## config.mk

```make
export PLATFORM = sky130hd
export DESIGN_NAME = obs_sequencer
export DESIGN_NICKNAME = d
export VERILOG_FILES = /design/src/obs_wait_timer.v /design/src/obs_sequencer.v
export VERILOG_INCLUDE_DIRS = /design/src
export SDC_FILE = /design/constraint.sdc
export NUM_CORES = 1
export LEC_CHECK = 0
export BUFFER_PORTS_ARGS = -buffer_cell sky130_fd_sc_hd__buf_2
export CORE_ASPECT_RATIO = 1.2
export CORE_MARGIN = 1.5
export CORE_UTILIZATION = 61
export CTS_CLUSTER_SIZE = 25
export DETAILED_ROUTE_END_ITERATION = 6
export PLACE_DENSITY = 0.81
export SYNTH_ARGS = -nofsm -noshare
export SYNTH_HDL_FRONTEND = slang
export SYNTH_SLANG_ARGS = --single-unit
```

## constraint.sdc

```tcl
create_clock -name core_clk_i -period 6 [get_ports core_clk_i]
set_clock_uncertainty 0.2 [all_clocks]
set_input_delay 0.3 -clock core_clk_i [delete_from_list [all_inputs] [get_ports core_clk_i]]
set_output_delay 0.3 -clock core_clk_i [all_outputs]
set_load 0.03 [all_outputs]
```

## src/obs_consts.vh

```
// timing and reset constants for the break-before-make channel sequencer
`ifndef OBS_CONSTS_VH
`define OBS_CONSTS_VH

// ----------------------------------------
// clock
// ----------------------------------------
`define OBS_CLK_MHZ 25

// ----------------------------------------
// waits in microseconds
// ----------------------------------------
`define OBS_DIS_TO_ADDR_US 10
`define OBS_ADDR_TO_EN_US 40
`define OBS_EN_SETTLE_US 10

// ----------------------------------------
// waits in cycles (all exact multiples)
// ----------------------------------------
`define OBS_DIS_TO_ADDR_CYC (`OBS_DIS_TO_ADDR_US * `OBS_CLK_MHZ)
`define OBS_ADDR_TO_EN_CYC (`OBS_ADDR_TO_EN_US * `OBS_CLK_MHZ)
`define OBS_EN_SETTLE_CYC (`OBS_EN_SETTLE_US * `OBS_CLK_MHZ)

// ----------------------------------------
// widths and reset values
// ----------------------------------------
`define OBS_ADDR_W 5
`define OBS_CNT_W 11
`define OBS_ADDR_RST 5'h00

`endif

```

## src/obs_wait_timer.v

```verilog
// down-counting wait timer with load strobe and done flag
module obs_wait_timer #(
   parameter CNT_W = 11
) (
   // clock and reset
   input wire core_clk_i,
   input wire rst_b_i,
   // control
   input wire load_i,
   input wire [CNT_W-1:0] load_val_i,
   // status
   output wire done_o
);

   reg [CNT_W-1:0] cnt_reg;
   reg [CNT_W-1:0] cnt_next;

   always @* begin
      cnt_next = cnt_reg;
      if (load_i) begin
         cnt_next = load_val_i;
      end else if (cnt_reg != {CNT_W{1'b0}}) begin
         cnt_next = cnt_reg - {{(CNT_W-1){1'b0}}, 1'b1};
      end
   end

   always @(posedge core_clk_i or negedge rst_b_i) begin
      if (!rst_b_i) begin
         cnt_reg <= {CNT_W{1'b0}};
      end else begin
         cnt_reg <= cnt_next;
      end
   end

   // done when count reaches 1 so the loaded value equals the wait length
   assign done_o = (cnt_reg == {{(CNT_W-1){1'b0}}, 1'b1});

endmodule // obs_wait_timer

```

## src/obs_sequencer.v

```verilog
// host sequencer driving channel address and enable with break-before-make
// ----------------------------------------
// Function
// - drop enable before changing address
// - wait 10 us after disable
// - then drive the new channel address
// - wait 40 us more before enabling
// - raise enable; addressed channel turns on
// - wait 10 us after enable
// - power-on: address valid, enable last
// ----------------------------------------
`include "obs_consts.vh"

module obs_sequencer #(
   parameter ADDR_W = `OBS_ADDR_W,
   parameter CNT_W = `OBS_CNT_W,
   parameter [CNT_W-1:0] DIS_CYC = `OBS_DIS_TO_ADDR_CYC,
   parameter [CNT_W-1:0] ADDR_CYC = `OBS_ADDR_TO_EN_CYC,
   parameter [CNT_W-1:0] EN_CYC = `OBS_EN_SETTLE_CYC
) (
   // clock and reset
   input wire core_clk_i,
   input wire rst_b_i,
   // channel request
   input wire req_i,
   input wire [ADDR_W-1:0] req_chan_i,
   input wire req_off_i,
   output reg busy_o,
   // device pins
   output reg [ADDR_W-1:0] channel_address_o,
   output reg channel_enable_o
);

   // ----------------------------------------
   // states
   // ----------------------------------------
   localparam [2:0] ST_IDLE = 3'h0;
   localparam [2:0] ST_DIS = 3'h1;
   localparam [2:0] ST_ADDR = 3'h2;
   localparam [2:0] ST_EN = 3'h3;
   localparam [2:0] ST_SETTLE = 3'h4;

   reg [2:0] state_reg;
   reg [2:0] state_next;
   reg [ADDR_W-1:0] tgt_reg;
   reg [ADDR_W-1:0] tgt_next;
   reg off_reg;
   reg off_next;
   reg [ADDR_W-1:0] addr_next;
   reg en_next;
   reg busy_next;
   reg load;
   reg [CNT_W-1:0] load_val;
   wire tmr_done;

   // ----------------------------------------
   // wait timer
   // ----------------------------------------
   obs_wait_timer #(
      .CNT_W(CNT_W)
   ) u_timer (
      .core_clk_i(core_clk_i),
      .rst_b_i(rst_b_i),
      .load_i(load),
      .load_val_i(load_val),
      .done_o(tmr_done)
   );

   // ----------------------------------------
   // next-state logic
   // ----------------------------------------
   always @* begin
      state_next = state_reg;
      tgt_next = tgt_reg;
      off_next = off_reg;
      addr_next = channel_address_o;
      en_next = channel_enable_o;
      busy_next = busy_o;
      load = 1'b0;
      load_val = DIS_CYC;
      case (state_reg)
         ST_IDLE: begin
            if (req_i) begin
               tgt_next = req_chan_i;
               off_next = req_off_i;
               en_next = 1'b0;
               busy_next = 1'b1;
               load = 1'b1;
               load_val = DIS_CYC;
               state_next = ST_DIS;
            end
         end
         ST_DIS: begin
            if (tmr_done) begin
               addr_next = tgt_reg;
               load = 1'b1;
               load_val = ADDR_CYC;
               state_next = ST_ADDR;
            end
         end
         ST_ADDR: begin
            if (tmr_done) begin
               if (off_reg) begin
                  busy_next = 1'b0;
                  state_next = ST_IDLE;
               end else begin
                  en_next = 1'b1;
                  load = 1'b1;
                  load_val = EN_CYC;
                  state_next = ST_SETTLE;
               end
            end
         end
         ST_SETTLE: begin
            if (tmr_done) begin
               busy_next = 1'b0;
               state_next = ST_IDLE;
            end
         end
         default: begin
            en_next = 1'b0;
            busy_next = 1'b0;
            state_next = ST_IDLE;
         end
      endcase
   end

   // ----------------------------------------
   // registers
   // ----------------------------------------
   always @(posedge core_clk_i or negedge rst_b_i) begin
      if (!rst_b_i) begin
         state_reg <= ST_IDLE;
         tgt_reg <= `OBS_ADDR_RST;
         off_reg <= 1'b0;
         channel_address_o <= `OBS_ADDR_RST;
         channel_enable_o <= 1'b0;
         busy_o <= 1'b0;
      end else begin
         state_reg <= state_next;
         tgt_reg <= tgt_next;
         off_reg <= off_next;
         channel_address_o <= addr_next;
         channel_enable_o <= en_next;
         busy_o <= busy_next;
      end
   end

endmodule // obs_sequencer

```

==> results of run 1 <==
-- power by group through the flow --
stage / sequential (mW) / combinational (mW) / clock [mW]
floorplan: 0.244 / 0.100 / 0
global placement: 0.251 / 0.120 / 0
detailed placement: 0.253 / 0.130 / 0
CTS: 0.249 / 0.134 / 0.0788
global route: 0.256 / 0.151 / 0.0860
finish: 0.249 / 0.133 / 0.0779
-- synth_stat cells, drive strengths merged, types with 2 or more instances --
library cell | n | share of area
mux2 | 12 | 0.10
ha | 3 | 0.027
xor2 | 2 | 0.013
nand3b | 4 | 0.022
o21ai | 7 | 0.025
nand2 | 5 | 0.014
nor3 | 4 | 0.015
nand3 | 3 | 0.011
nand4 | 3 | 0.014
or4 | 2 | 0.011
inv | 4 | 0.011
nand2b | 4 | 0.018
dfrtp | 27 | 0.49
mux2i | 3 | 0.022
or2 | 2 | 0.0091
clkbuf | 3 | 0.0082
buf | 2 | 0.0073
nor2 | 9 | 0.025
a21oi | 8 | 0.029
o31ai | 2 | 0.011
or3 | 4 | 0.018
-- cell families after synthesis --
family | count (synthesis)
adder cells (fa/ha/maj) | 3
multiplexers | 15
flip-flops | 27
buffers and inverters | 9
AO/OA/AOI/OAI | 24
AND/OR/NAND/NOR | 47
XOR/XNOR | 3
-- worst paths after layout --
check | to | depth (start not counted) | from
max | u_timer.cnt_reg[1] | 6 | u_timer.cnt_reg[0]
min | off_reg | 3 | req_off_i
max reg2reg | u_timer.cnt_reg[1] | 6 | u_timer.cnt_reg[0]
min reg2reg | tgt_reg[3] | 1 | tgt_reg[3]
max in group asynchronous | busy_o | 2 | rst_b_i
min in group asynchronous | u_timer.cnt_reg[2] | 2 | rst_b_i
-- worst max-delay path: stages, from the launching register on --
cell,delay (ps)
dfrtp_1,450
inv_1,130
ha_1,200
or4b_4,480
or3_1,430
mux2i_1,160
mux2_1,290
-- area by class of cell --
class | count | area [µm²] | area share
flip-flops and latches | 27 | 676 | 0.433
multi-input cells | 92 | 671 | 0.430
well taps | 30 | 37.5 | 0.0241
repair buffers | 21 | 135 | 0.0866
inverters | 4 | 15.0 | 0.00962
clock buffers | 4 | 26.3 | 0.0168
-- layout by cell type, fill, tap and decap left out, types with 2 or more instances in the layout --
master	n
inv_1	4
ha_1	3
mux2i_1	3
xor2_1	2
or4_1	2
a21oi_1	8
mux2_2	9
buf_2	15
dlygate4sd3_1	6
mux2_1	2
clkbuf_4	3
nor2_1	9
nand3b_1	4
nand2b_1	4
o21ai_0	6
or2_2	2
nor3_1	4
o31ai_1	2
nand2_1	5
or3_1	4
nand4_1	3
dfrtp_1	27
nand3_1	3
-- layer usage --
| metal | wire (µm) | vias up | track usage |
|---|---|---|---|
| met5 | 0 | - | 0 |
| met3 | 104 | 7 | 0.0487 |
| met2 | 1330 | 28 | 0.400 |
| li1 | - | 510 | - |
| met1 | 1160 | 507 | 0.333 |
| met4 | 61 | 0 | 0.105 |
-- repair_timing --
item	in CTS	in global routing
gates resized for setup	0	0
endpoints found under the hold margin	32	0
hold buffers	6	0
==> results.tsv, run 1 <==
stage	metric	value	unit
route	Initial DRT Pass Iterations	4	
place	routability cong.	0.828	
logic_synthesis	Seq/Total Area, Yosys	0.491	
final_layout	ANT cells	0	
power_and_ir_drop	Comb pwr share	0.290	
floorplan	Die H	55.0	µm
final_layout	layout cell share with drive strength beyond 1	0.236	
place	placed cell area	0.00147	mm²
route	Via-to-Cell Ratio	5.91	
route	via count	1052	
floorplan	width of the die	46.4	µm
clock_tree	clock tree buffer depth	2	
clock_tree	Worst-path clk slew	130	ps
sta	Fin. Hold Viols	0	
global_route	first-pass GRT wire length	4.46	mm
job	Max-Cap Viols	0	
logic_synthesis	Synth cell types	39	
sta	post-layout min period	2440	ps
global_route	largest net degree at the start of global routing	28	
sta	actual slew at the worst max-slew pin	1110	ps
global_route	number of global-route vias before repair	1011	
sta	final setup vio count	0	
clock_tree	root buffer cell	clkbuf_4	
logic_synthesis	post-synthesis async set-or-reset flop share	1.00	
critical_path	worst-path maximum fanout	6	
logic_synthesis	Synth Area in Compound Gates	0.112	
logic_synthesis	Synth Area in Simple Gates	0.202	
power_and_ir_drop	Switch Pwr	0.152	mW
clock_tree	clk sinks	27	
logic_synthesis	largest family of logic cells by synthesized area	simple AND/OR/NAND/NOR gates	
min_path	min-delay worst type	in -> reg	
logic_synthesis	mux share of post-synthesis cell area	0.123	
power_and_ir_drop	P per Cell Area	295	mW/mm²
critical_path	Crit Path Class	reg -> reg	
logic_synthesis	Synth Warn #	0	
power_and_ir_drop	Total Power	0.461	mW
final_layout	fillcell total	154	
final_layout	Final Core Density	0.745	
power_and_ir_drop	Switching Share	0.330	
sta	RSZ-0062 raised after global routing	false	
route	DR iter-0 viols	25	
critical_path	CP required	6030	ps
power_and_ir_drop	Clk pwr share	0.169	
global_route	initial antenna violation count	0	
critical_path	critical path arrival	2470	ps
critical_path	worst reg-to-reg setup slack	3560	ps
clock_tree	post-CTS setup buffer count	0	
sta	worst setup margin	3560	ps
final_layout	fin nets	161	
place	HPWL Detailed	1.92	mm
route	Post-DRT Antenna Nets	0	
logic_synthesis	Mean Syn Cell Area	10.8	µm²
critical_path	CP Capture Type	flip-flop	
power_and_ir_drop	leakage	0.683	nW
route	Post-Route WL	2.66	mm
logic_synthesis	number of synthesized flops with an enable pin	0	
place	Setup Slack @ Placement	3580	ps
global_route	GRT Total Usage	0.251	
sta	setup tns final	0	ps
clock_tree	CTS Buf Count	3	
logic_synthesis	syn nets	140	
sta	max-slew violations	0	
sta	crit share post-route	0.406	
floorplan	# rows	18	
clock_tree	CTS tree	yes	
floorplan	Die Area	0.00255	mm²
clock_tree	clock latency on the worst-skew pair	330	ps
final_layout	Non-Filler Instances	178	
logic_synthesis	XOR/XNOR Fraction of Synth Area	0.0191	
power_and_ir_drop	sequential share of power	0.541	
sta	f_max	410	MHz
final_layout	Largest register FFs	11	
floorplan	Starting Density	0.657	
power_and_ir_drop	peak supply drop	0.249	mV
route	drt wl/cell	14.9	µm
logic_synthesis	Seq cells post-synth	27	
final_layout	area growth from synthesis to layout	13.4	%
logic_synthesis	mapped cell area	0.00138	mm²
logic_synthesis	Syn Inst Count	128	
run_status	status	finished, final reports clean	
sta	Hold WS	8.66	ps
final_layout	fin area	0.00156	mm²
logic_synthesis	Synth Flop Type	dfrtp_1	
power_and_ir_drop	Cell Int Power	0.309	mW
clock_tree	H-tree Lvls	1	
place	Post-Place Cells	168	
logic_synthesis	adder-cell share of the synthesized area	0.0273	
critical_path	Setup crit start kind	flip-flop	
place	# port buffers	15	
route	detailed-route DRC error count	0	
floorplan	core area	0.00209	mm²
global_route	grt total ovfl	0	
sta	Worst slew margin	0.260	
floorplan	# IOs	16	
Note: power is estimated with default switching activity, not from simulation.
==> run 2, diff against run 1 <==
--- a/config.mk
+++ b/config.mk
@@ -9,10 +9,10 @@
 export BUFFER_PORTS_ARGS = -buffer_cell sky130_fd_sc_hd__buf_2
 export CORE_ASPECT_RATIO = 1.2
 export CORE_MARGIN = 1.5
-export CORE_UTILIZATION = 61
+export CORE_UTILIZATION = 56
 export CTS_CLUSTER_SIZE = 25
 export DETAILED_ROUTE_END_ITERATION = 6
-export PLACE_DENSITY = 0.81
+export PLACE_DENSITY = 0.75
 export SYNTH_ARGS = -nofsm -noshare
 export SYNTH_HDL_FRONTEND = slang
 export SYNTH_SLANG_ARGS = --single-unit
==> constraint.sdc (replaced) <==
create_clock -name core_clk_i -period 2.3 [get_ports core_clk_i]
set_clock_uncertainty 0.2 [all_clocks]
set_input_delay 0.115 -clock core_clk_i [delete_from_list [all_inputs] [get_ports core_clk_i]]
set_output_delay 0.115 -clock core_clk_i [all_outputs]
set_load 0.03 [all_outputs]
==> run 2 against run 1 <==
Effect of this change:
- combinational power grew to 3.5 times the previous value
- sequential power rose to 2.6 times the previous value
- power rose to 2.9 times the previous value
- final area grew 7.8%
- worst hold slack better by 100 ps
==> results.tsv, run 2 (synthesis gave the netlist of run 1 again) <==
stage	metric	value	unit	change
floorplan	# IOs	16		unchanged
route	Via-to-Cell Ratio	5.70		was 5.91
sta	Worst slew margin	0.606		was 0.260
sta	max-slew violations	0		unchanged
sta	actual slew at the worst max-slew pin	591	ps	was 1110 ps
global_route	initial antenna violation count	0		unchanged
route	Initial DRT Pass Iterations	4		unchanged
run_status	status	finished, final reports clean		unchanged
clock_tree	CTS tree	yes		unchanged
power_and_ir_drop	P per Cell Area	782	mW/mm²	was 295 mW/mm²
critical_path	worst reg-to-reg setup slack	80	ps	was 3560 ps
clock_tree	H-tree Lvls	1		unchanged
critical_path	cell at the slowest stage of the critical path	or4b_4		unchanged
sta	final setup vio count	0		unchanged
final_layout	commonest non-fill, non-tap cell in the layout	dfrtp_1		unchanged
route	DR iter-0 viols	22		was 25
floorplan	Starting Density	0.597		was 0.657
clock_tree	clk sinks	27		unchanged
final_layout	most frequent cells in the layout	dfrtp_1, buf_2, buf_4		was dfrtp_1, buf_2, nor2_1, mux2_2, a21oi_1
sta	post-layout min period	2220	ps	was 2440 ps
final_layout	Non-Filler Instances	191		was 178
critical_path	Worst path max stage delay	450	ps	was 480 ps
critical_path	worst-path maximum fanout	6		unchanged
floorplan	core area	0.00231	mm²	was 0.00209 mm²
global_route	grt total ovfl	0		unchanged
global_route	GRT Total Usage	0.241		was 0.251
global_route	number of global-route vias before repair	1117		was 1,011
final_layout	ANT cells	0		unchanged
critical_path	Setup crit start kind	flip-flop		unchanged
place	routability cong.	0.873		was 0.828
critical_path	critical path arrival	2240	ps	was 2470 ps
sta	Hold WS	112	ps	was 8.66 ps
final_layout	fillcell total	173		was 154
critical_path	R2R depth	6		unchanged
final_layout	area of the multi-input gates	696	µm²	was 671 µm²
critical_path	CP required	2320	ps	was 6030 ps
route	Post-Route WL	2.92	mm	was 2.66 mm
critical_path	CP Cell Sequence	inv_2 -> ha_4 -> or4b_4 -> or3_4 -> mux2i_1 -> mux2_1		was inv_1 -> ha_1 -> or4b_4 -> or3_1 -> mux2i_1 -> mux2_1
job	Max-Cap Viols	0		unchanged
clock_tree	CTS Buf Count	3		unchanged
final_layout	fin nets	173		was 161
floorplan	width of the die	48.3	µm	was 46.4 µm
place	# port buffers	15		unchanged
clock_tree	clock tree buffer depth	2		unchanged
clock_tree	clock latency on the worst-skew pair	310	ps	was 330 ps
route	Post-DRT Antenna Nets	0		unchanged
critical_path	CP Capture Type	flip-flop		unchanged
route	via count	1088		was 1,052
sta	RSZ-0062 raised after global routing	false		unchanged
min_path	min-delay worst type	in -> async		was in -> reg
power_and_ir_drop	leakage	0.740	nW	was 0.683 nW
route	drt wl/cell	15.3	µm	was 14.9 µm
final_layout	Largest register FFs	11		unchanged
floorplan	Die H	57.3	µm	was 55.0 µm
global_route	first-pass GRT wire length	4.82	mm	was 4.46 mm
clock_tree	Worst-path clk slew	140	ps	was 130 ps
final_layout	area growth from synthesis to layout	22.2	%	was 13.4%
floorplan	Die Area	0.00277	mm²	was 0.00255 mm²
place	HPWL Detailed	2.06	mm	was 1.92 mm
place	Post-Place Cells	178		was 168
critical_path	Crit Reg-Reg Endpoint	u_timer.cnt_reg[1]		unchanged
global_route	largest net degree at the start of global routing	28		unchanged
critical_path	reg-to-reg critical path startpoint	u_timer.cnt_reg[0]		unchanged
sta	f_max	450	MHz	was 410 MHz
clock_tree	root buffer cell	clkbuf_4		unchanged
final_layout	FF/Latch Area	676	µm²	unchanged
sta	crit share post-route	0.967		was 0.406
critical_path	Crit Path Class	reg -> reg		unchanged
route	detailed-route DRC error count	0		unchanged
final_layout	layout cell share with drive strength beyond 1	0.313		was 0.236
floorplan	# rows	19		was 18
final_layout	Final Core Density	0.729		was 0.745
power_and_ir_drop	peak supply drop	0.539	mV	was 0.249 mV
sta	Fin. Hold Viols	0		unchanged
==> run 2: worst max-delay path, delay by kind of cell (launching register included) <==
kind	cells	cell delay, ps
and+or+nand+nor	2	830
muxes	2	420
DFF	1	410
adders and majority gates	1	150
buffers and inverters	1	110
==> run 2: worst max path at each step <==
stage,startpoint,depth (start not counted),end
finish,u_timer.cnt_reg[0],6,u_timer.cnt_reg[1]
global placement,u_timer.cnt_reg[1],6,u_timer.cnt_reg[1]
floorplan,u_timer.cnt_reg[1],7,u_timer.cnt_reg[1]
CTS,u_timer.cnt_reg[1],6,u_timer.cnt_reg[1]
global route,u_timer.cnt_reg[0],8,u_timer.cnt_reg[7]
detailed placement,u_timer.cnt_reg[1],6,u_timer.cnt_reg[1]
==> run 2: per-stage QoR <==
stage | power, mW | TNS (ps) | worst slack [ps] | instance area, µm²
3_5_place_dp | 1.06 | -26.2 | -21.1 | 1540
4_1_cts | 1.27 | 0 | 13.8 | 1650
3_3_place_gp | 1.04 | 0 | 56.3 | 1540
6_report | 1.32 | 0 | 75.8 | 1680
5_1_grt | 1.40 | 0 | 7.50 | 1680
2_1_floorplan | 0.899 | 0 | 7.00 | 1380
==> run 2: final cells by class <==
type,count,share of cell area
multi-input combinational,92,0.414
sequential,27,0.402
timing repair buffer,33,0.137
tap,31,0.0231
clock buffer,4,0.0156
inverter,4,0.00893
==> run 2: routing by layer <==
layer | part of all wire | GRT usage | wire length [µm]
met3 | 0.030 | 0.0348 | 87
met5 | 0 | 0 | 0
met1 | 0.43 | 0.313 | 1260
met4 | 0.021 | 0.0656 | 61
met2 | 0.52 | 0.406 | 1510
==> run 2: power breakdown <==
part           total (mW)  internal (mW)  switching [mW]  leakage [nW]
logic               0.460          0.248           0.212         0.398
registers           0.654          0.565          0.0885         0.326
clock network       0.202         0.0677           0.134        0.0150
==> run 2: repair_timing <==
action / CTS / global route
hold buffers: 8 / 0
endpoints found under the setup margin: 2 / 4
endpoints found under the hold margin: 34 / 0
buffers inserted: 0 / 1
pin swaps: 0 / 0
resized for setup: 1 / 4
==> run 3, diff against run 2 <==
--- a/config.mk
+++ b/config.mk
@@ -6,13 +6,14 @@
 export SDC_FILE = /design/constraint.sdc
 export NUM_CORES = 1
 export LEC_CHECK = 0
+export ABC_AREA = 1
 export BUFFER_PORTS_ARGS = -buffer_cell sky130_fd_sc_hd__buf_2
 export CORE_ASPECT_RATIO = 1.2
-export CORE_MARGIN = 1.5
-export CORE_UTILIZATION = 56
+export CORE_MARGIN = 2
+export CORE_UTILIZATION = 57
 export CTS_CLUSTER_SIZE = 25
 export DETAILED_ROUTE_END_ITERATION = 6
-export PLACE_DENSITY = 0.75
+export PLACE_DENSITY = 0.76
 export SYNTH_ARGS = -nofsm -noshare
 export SYNTH_HDL_FRONTEND = slang
 export SYNTH_SLANG_ARGS = --single-unit
==> run 3 against run 2 <==
Effect of this change:
- first-iteration DRC count is 50% higher
- die area increased by 6.1%
- critical path depth up 3
- power fell by 4.5%
- via count up 11%
- worst hold slack worse by 44 ps
- highest routed layer unchanged
- global-route usage is 1.8 points lower
- sequential power grew 3%
- non-clock buffer count down 11
- clock-buffer cell count stayed put
- register-to-register slack improved by 420 ps
==> results.tsv, run 3 <==
stage	metric	value	unit	change
logic_synthesis	Synth area leader	dfrtp_1		unchanged
floorplan	width of the die	49.8	µm	was 48.3 µm
run_status	status	finished, final reports clean		unchanged
final_layout	fin nets	208		was 173
critical_path	CP required	2290	ps	was 2320 ps
logic_synthesis	Seq cells post-synth	27		unchanged
min_path	Min-Delay Path Depth	5		
final_layout	area of the multi-input gates	651	µm²	was 696 µm²
clock_tree	clk sinks	27		unchanged
logic_synthesis	mapped cell area	0.00143	mm²	was 0.00138 mm²
sta	crit share post-route	0.785		was 0.967
critical_path	reg-to-reg critical path startpoint	u_timer.cnt_reg[1]		was u_timer.cnt_reg[0]
floorplan	core area	0.00233	mm²	was 0.00231 mm²
logic_synthesis	number of synthesized flops with an enable pin	0		unchanged
sta	post-layout min period	1800	ps	was 2220 ps
floorplan	Die Area	0.00293	mm²	was 0.00277 mm²
logic_synthesis	Synth Warn #	0		unchanged
route	detailed-route DRC error count	0		unchanged
route	drt wl/cell	12.5	µm	was 15.3 µm
critical_path	Crit Path Class	reg -> reg		unchanged
global_route	GRT Total Usage	0.223		was 0.241
job	Max-Cap Viols	0		unchanged
route	DR iter-0 viols	33		was 22
clock_tree	post-CTS setup buffer count	0		unchanged
power_and_ir_drop	Clk pwr share	0.158		was 0.153
final_layout	most frequent cells in the layout	nand2_1, dfrtp_1, inv_1		was dfrtp_1, buf_2, buf_4
place	# port buffers	15		unchanged
critical_path	worst reg-to-reg setup slack	500	ps	was 80 ps
place	routability cong.	0.871		was 0.873
critical_path	Setup crit end	u_timer.cnt_reg[4]		was u_timer.cnt_reg[1]
sta	worst setup margin	496	ps	was 75.8 ps
clock_tree	root buffer cell	clkbuf_4		unchanged
critical_path	CP Cell Sequence	inv_1 -> ha_1 -> nand2_1 -> inv_1 -> nand2_4 -> clkinv_2 -> nand2_2 -> nand2_1 -> o21ai_0		was inv_2 -> ha_4 -> or4b_4 -> or3_4 -> mux2i_1 -> mux2_1
floorplan	Starting Density	0.615		was 0.597
critical_path	critical path arrival	1800	ps	was 2240 ps
place	Setup Slack @ Placement	531	ps	was -21.1 ps
final_layout	fin area	0.00163	mm²	was 0.00168 mm²
global_route	grt total ovfl	0		unchanged
clock_tree	clock latency on the worst-skew pair	310	ps	about the same
logic_synthesis	Synth Flop Type	dfrtp_1		unchanged
place	placed cell area	0.00153	mm²	was 0.00154 mm²
clock_tree	CTS tree	yes		unchanged
power_and_ir_drop	leakage	0.859	nW	was 0.740 nW
floorplan	# rows	19		unchanged
critical_path	critical path launch point	u_timer.cnt_reg[1]		was u_timer.cnt_reg[0]
critical_path	Setup crit start kind	flip-flop		unchanged
logic_synthesis	largest cells by area after synthesis	dfrtp_1, nand2_1, inv_1		was dfrtp_1, mux2_2, a21oi_1
critical_path	worst-path maximum fanout	11		was 6
power_and_ir_drop	peak supply drop	0.565	mV	was 0.539 mV
logic_synthesis	Mean Syn Cell Area	8.39	µm²	was 10.8 µm²
place	HPWL Detailed	2.12	mm	was 2.06 mm
power_and_ir_drop	Switching Share	0.369		was 0.330
route	via count	1207		was 1,088
global_route	initial antenna violation count	0		unchanged
sta	RSZ-0062 raised after global routing	false		unchanged
route	Post-DRT Antenna Nets	0		unchanged
logic_synthesis	count leader, synth	nand2_1		was dfrtp_1
power_and_ir_drop	Total Power	1.26	mW	was 1.32 mW
floorplan	# IOs	16		unchanged
final_layout	layout cell share with drive strength beyond 1	0.185		was 0.313
final_layout	fillcell total	221		was 173
global_route	number of global-route vias before repair	1166		was 1,117
power_and_ir_drop	Switch Pwr	0.464	mW	was 0.434 mW
floorplan	Die H	58.9	µm	was 57.3 µm
route	Via-to-Cell Ratio	5.34		was 5.70
final_layout	ANT cells	0		unchanged
clock_tree	CTS Buf Count	3		unchanged
logic_synthesis	Syn Inst Count	171		was 128
power_and_ir_drop	Cell Int Power	0.793	mW	was 0.882 mW
sta	actual slew at the worst max-slew pin	603	ps	was 591 ps
final_layout	Largest register FFs	11		unchanged
sta	f_max	554	MHz	was 450 MHz
sta	Hold WS	68.5	ps	was 112 ps
global_route	largest net degree at the start of global routing	28		unchanged
power_and_ir_drop	Comb pwr share	0.306		was 0.350
route	Post-Route WL	2.83	mm	was 2.92 mm
critical_path	cell at the slowest stage of the critical path	dfrtp_1		was or4b_4
sta	Worst slew margin	0.598		was 0.606
power_and_ir_drop	sequential share of power	0.536		was 0.497
logic_synthesis	post-synthesis async set-or-reset flop share	1.00		unchanged
power_and_ir_drop	P per Cell Area	772	mW/mm²	was 782 mW/mm²
critical_path	R2R depth	9		was 6
logic_synthesis	Seq/Total Area, Yosys	0.471		was 0.491
critical_path	Crit Reg-Reg Endpoint	u_timer.cnt_reg[4]		was u_timer.cnt_reg[1]
clock_tree	# resized after CTS	0		was 1
clock_tree	Worst-path clk slew	140	ps	about the same
sta	Fin. Hold Viols	0		unchanged
logic_synthesis	Synth cell types	28		was 39
sta	final setup vio count	0		unchanged
sta	max-slew violations	0		unchanged
route	Initial DRT Pass Iterations	4		unchanged
min_path	min-delay worst type	in -> reg		was in -> async
logic_synthesis	Commonest cells post-synth	nand2_1, dfrtp_1, inv_1		was dfrtp_1, mux2_2, nor2_1
logic_synthesis	syn nets	183		was 140
final_layout	area growth from synthesis to layout	13.5	%	was 22.2%
final_layout	commonest non-fill, non-tap cell in the layout	nand2_1		was dfrtp_1
global_route	first-pass GRT wire length	5.04	mm	was 4.82 mm
critical_path	CP Capture Type	flip-flop		unchanged
clock_tree	H-tree Lvls	1		unchanged
clock_tree	clock tree buffer depth	2		unchanged
sta	setup tns final	0	ps	unchanged
final_layout	FF/Latch Area	676	µm²	unchanged
critical_path	Worst path max stage delay	430	ps	was 450 ps
logic_synthesis	Synth top area share	0.471		was 0.491
==> run 3: changes by cell type after synthesis, moves of 4 or more <==
cell / previous run / this run
a21oi_1: 8 / 4
inv_1: 4 / 22
nand2b_1: 4 / 0
mux2_2: 9 / 0
nand3_1: 3 / 15
nand2_1: 5 / 41
or3_1: 4 / 0
o21ai_0: 6 / 10
==> run 3: worst min-delay path by stage <==
stage,slack [ps],to,start
finish,70,state_reg[2],req_i
floorplan,-380,busy_o,rst_b_i
global placement,-50,u_timer.cnt_reg[2],rst_b_i
detailed placement,-40,u_timer.cnt_reg[7],rst_b_i
global route,140,state_reg[2],req_i
CTS,50,state_reg[2],req_i
==> run 3: cells by family after synthesis <==
family | share of synthesized area
AOI/OAI and AO/OA | 0.0785
xor gates and xnor gates | 0.0244
adders and majority gates | 0.0262
buffers and inverters | 0.0750
DFF | 0.471
and+or+nand+nor | 0.325
==> run 3: power by group through the flow <==
stage | logic, mW | registers (mW) | clock network (mW)
floorplan | 0.281 | 0.673 | 0
global placement | 0.362 | 0.676 | 0
detailed placement | 0.377 | 0.682 | 0
CTS | 0.389 | 0.673 | 0.207
global route | 0.446 | 0.687 | 0.222
finish | 0.385 | 0.673 | 0.198
==> run 3: critical path, delay by kind of cell, from the launching register on <==
family	cells	cell delay, ps
adder cells (fa/ha/maj)	1	150
flip-flops	1	430
buffers and inverters	3	320
AND/OR/NAND/NOR	4	470
AO/OA/AOI/OAI	1	120
==> run 3: what timing repair did <==
action | CTS | global route
hold buffers | 7 | 0
endpoints found under the hold margin | 33 | 0
setup endpoints to repair | 0 | 0
==> run 3: layout make-up <==
type	instances	share of cell area
multi-input cells	118	0.400
flip-flops and latches	27	0.415
repair buffers	22	0.0892
well taps	31	0.0238
clock buffers	4	0.0161
inverters	24	0.0561
==> run 3: routing by layer <==
| metal | up-vias | part of all wire | global-route usage |
|---|---|---|---|
| met5 | - | 0 | 0 |
| met4 | 0 | 0.020 | 0.0556 |
| met2 | 25 | 0.54 | 0.404 |
| li1 | 597 | - | - |
| met3 | 6 | 0.025 | 0.0305 |
| met1 | 579 | 0.41 | 0.283 |
==> run 3: per-stage QoR <==
| step | utilization | cells |
|---|---|---|
| after CTS | 0.699 | 226 |
| after floorplan | - | 171 |
| after detailed placement | 0.657 | 215 |
| after global routing | 0.699 | 226 |
| final | 0.699 | 226 |
| after global placement | 0.657 | 215 |
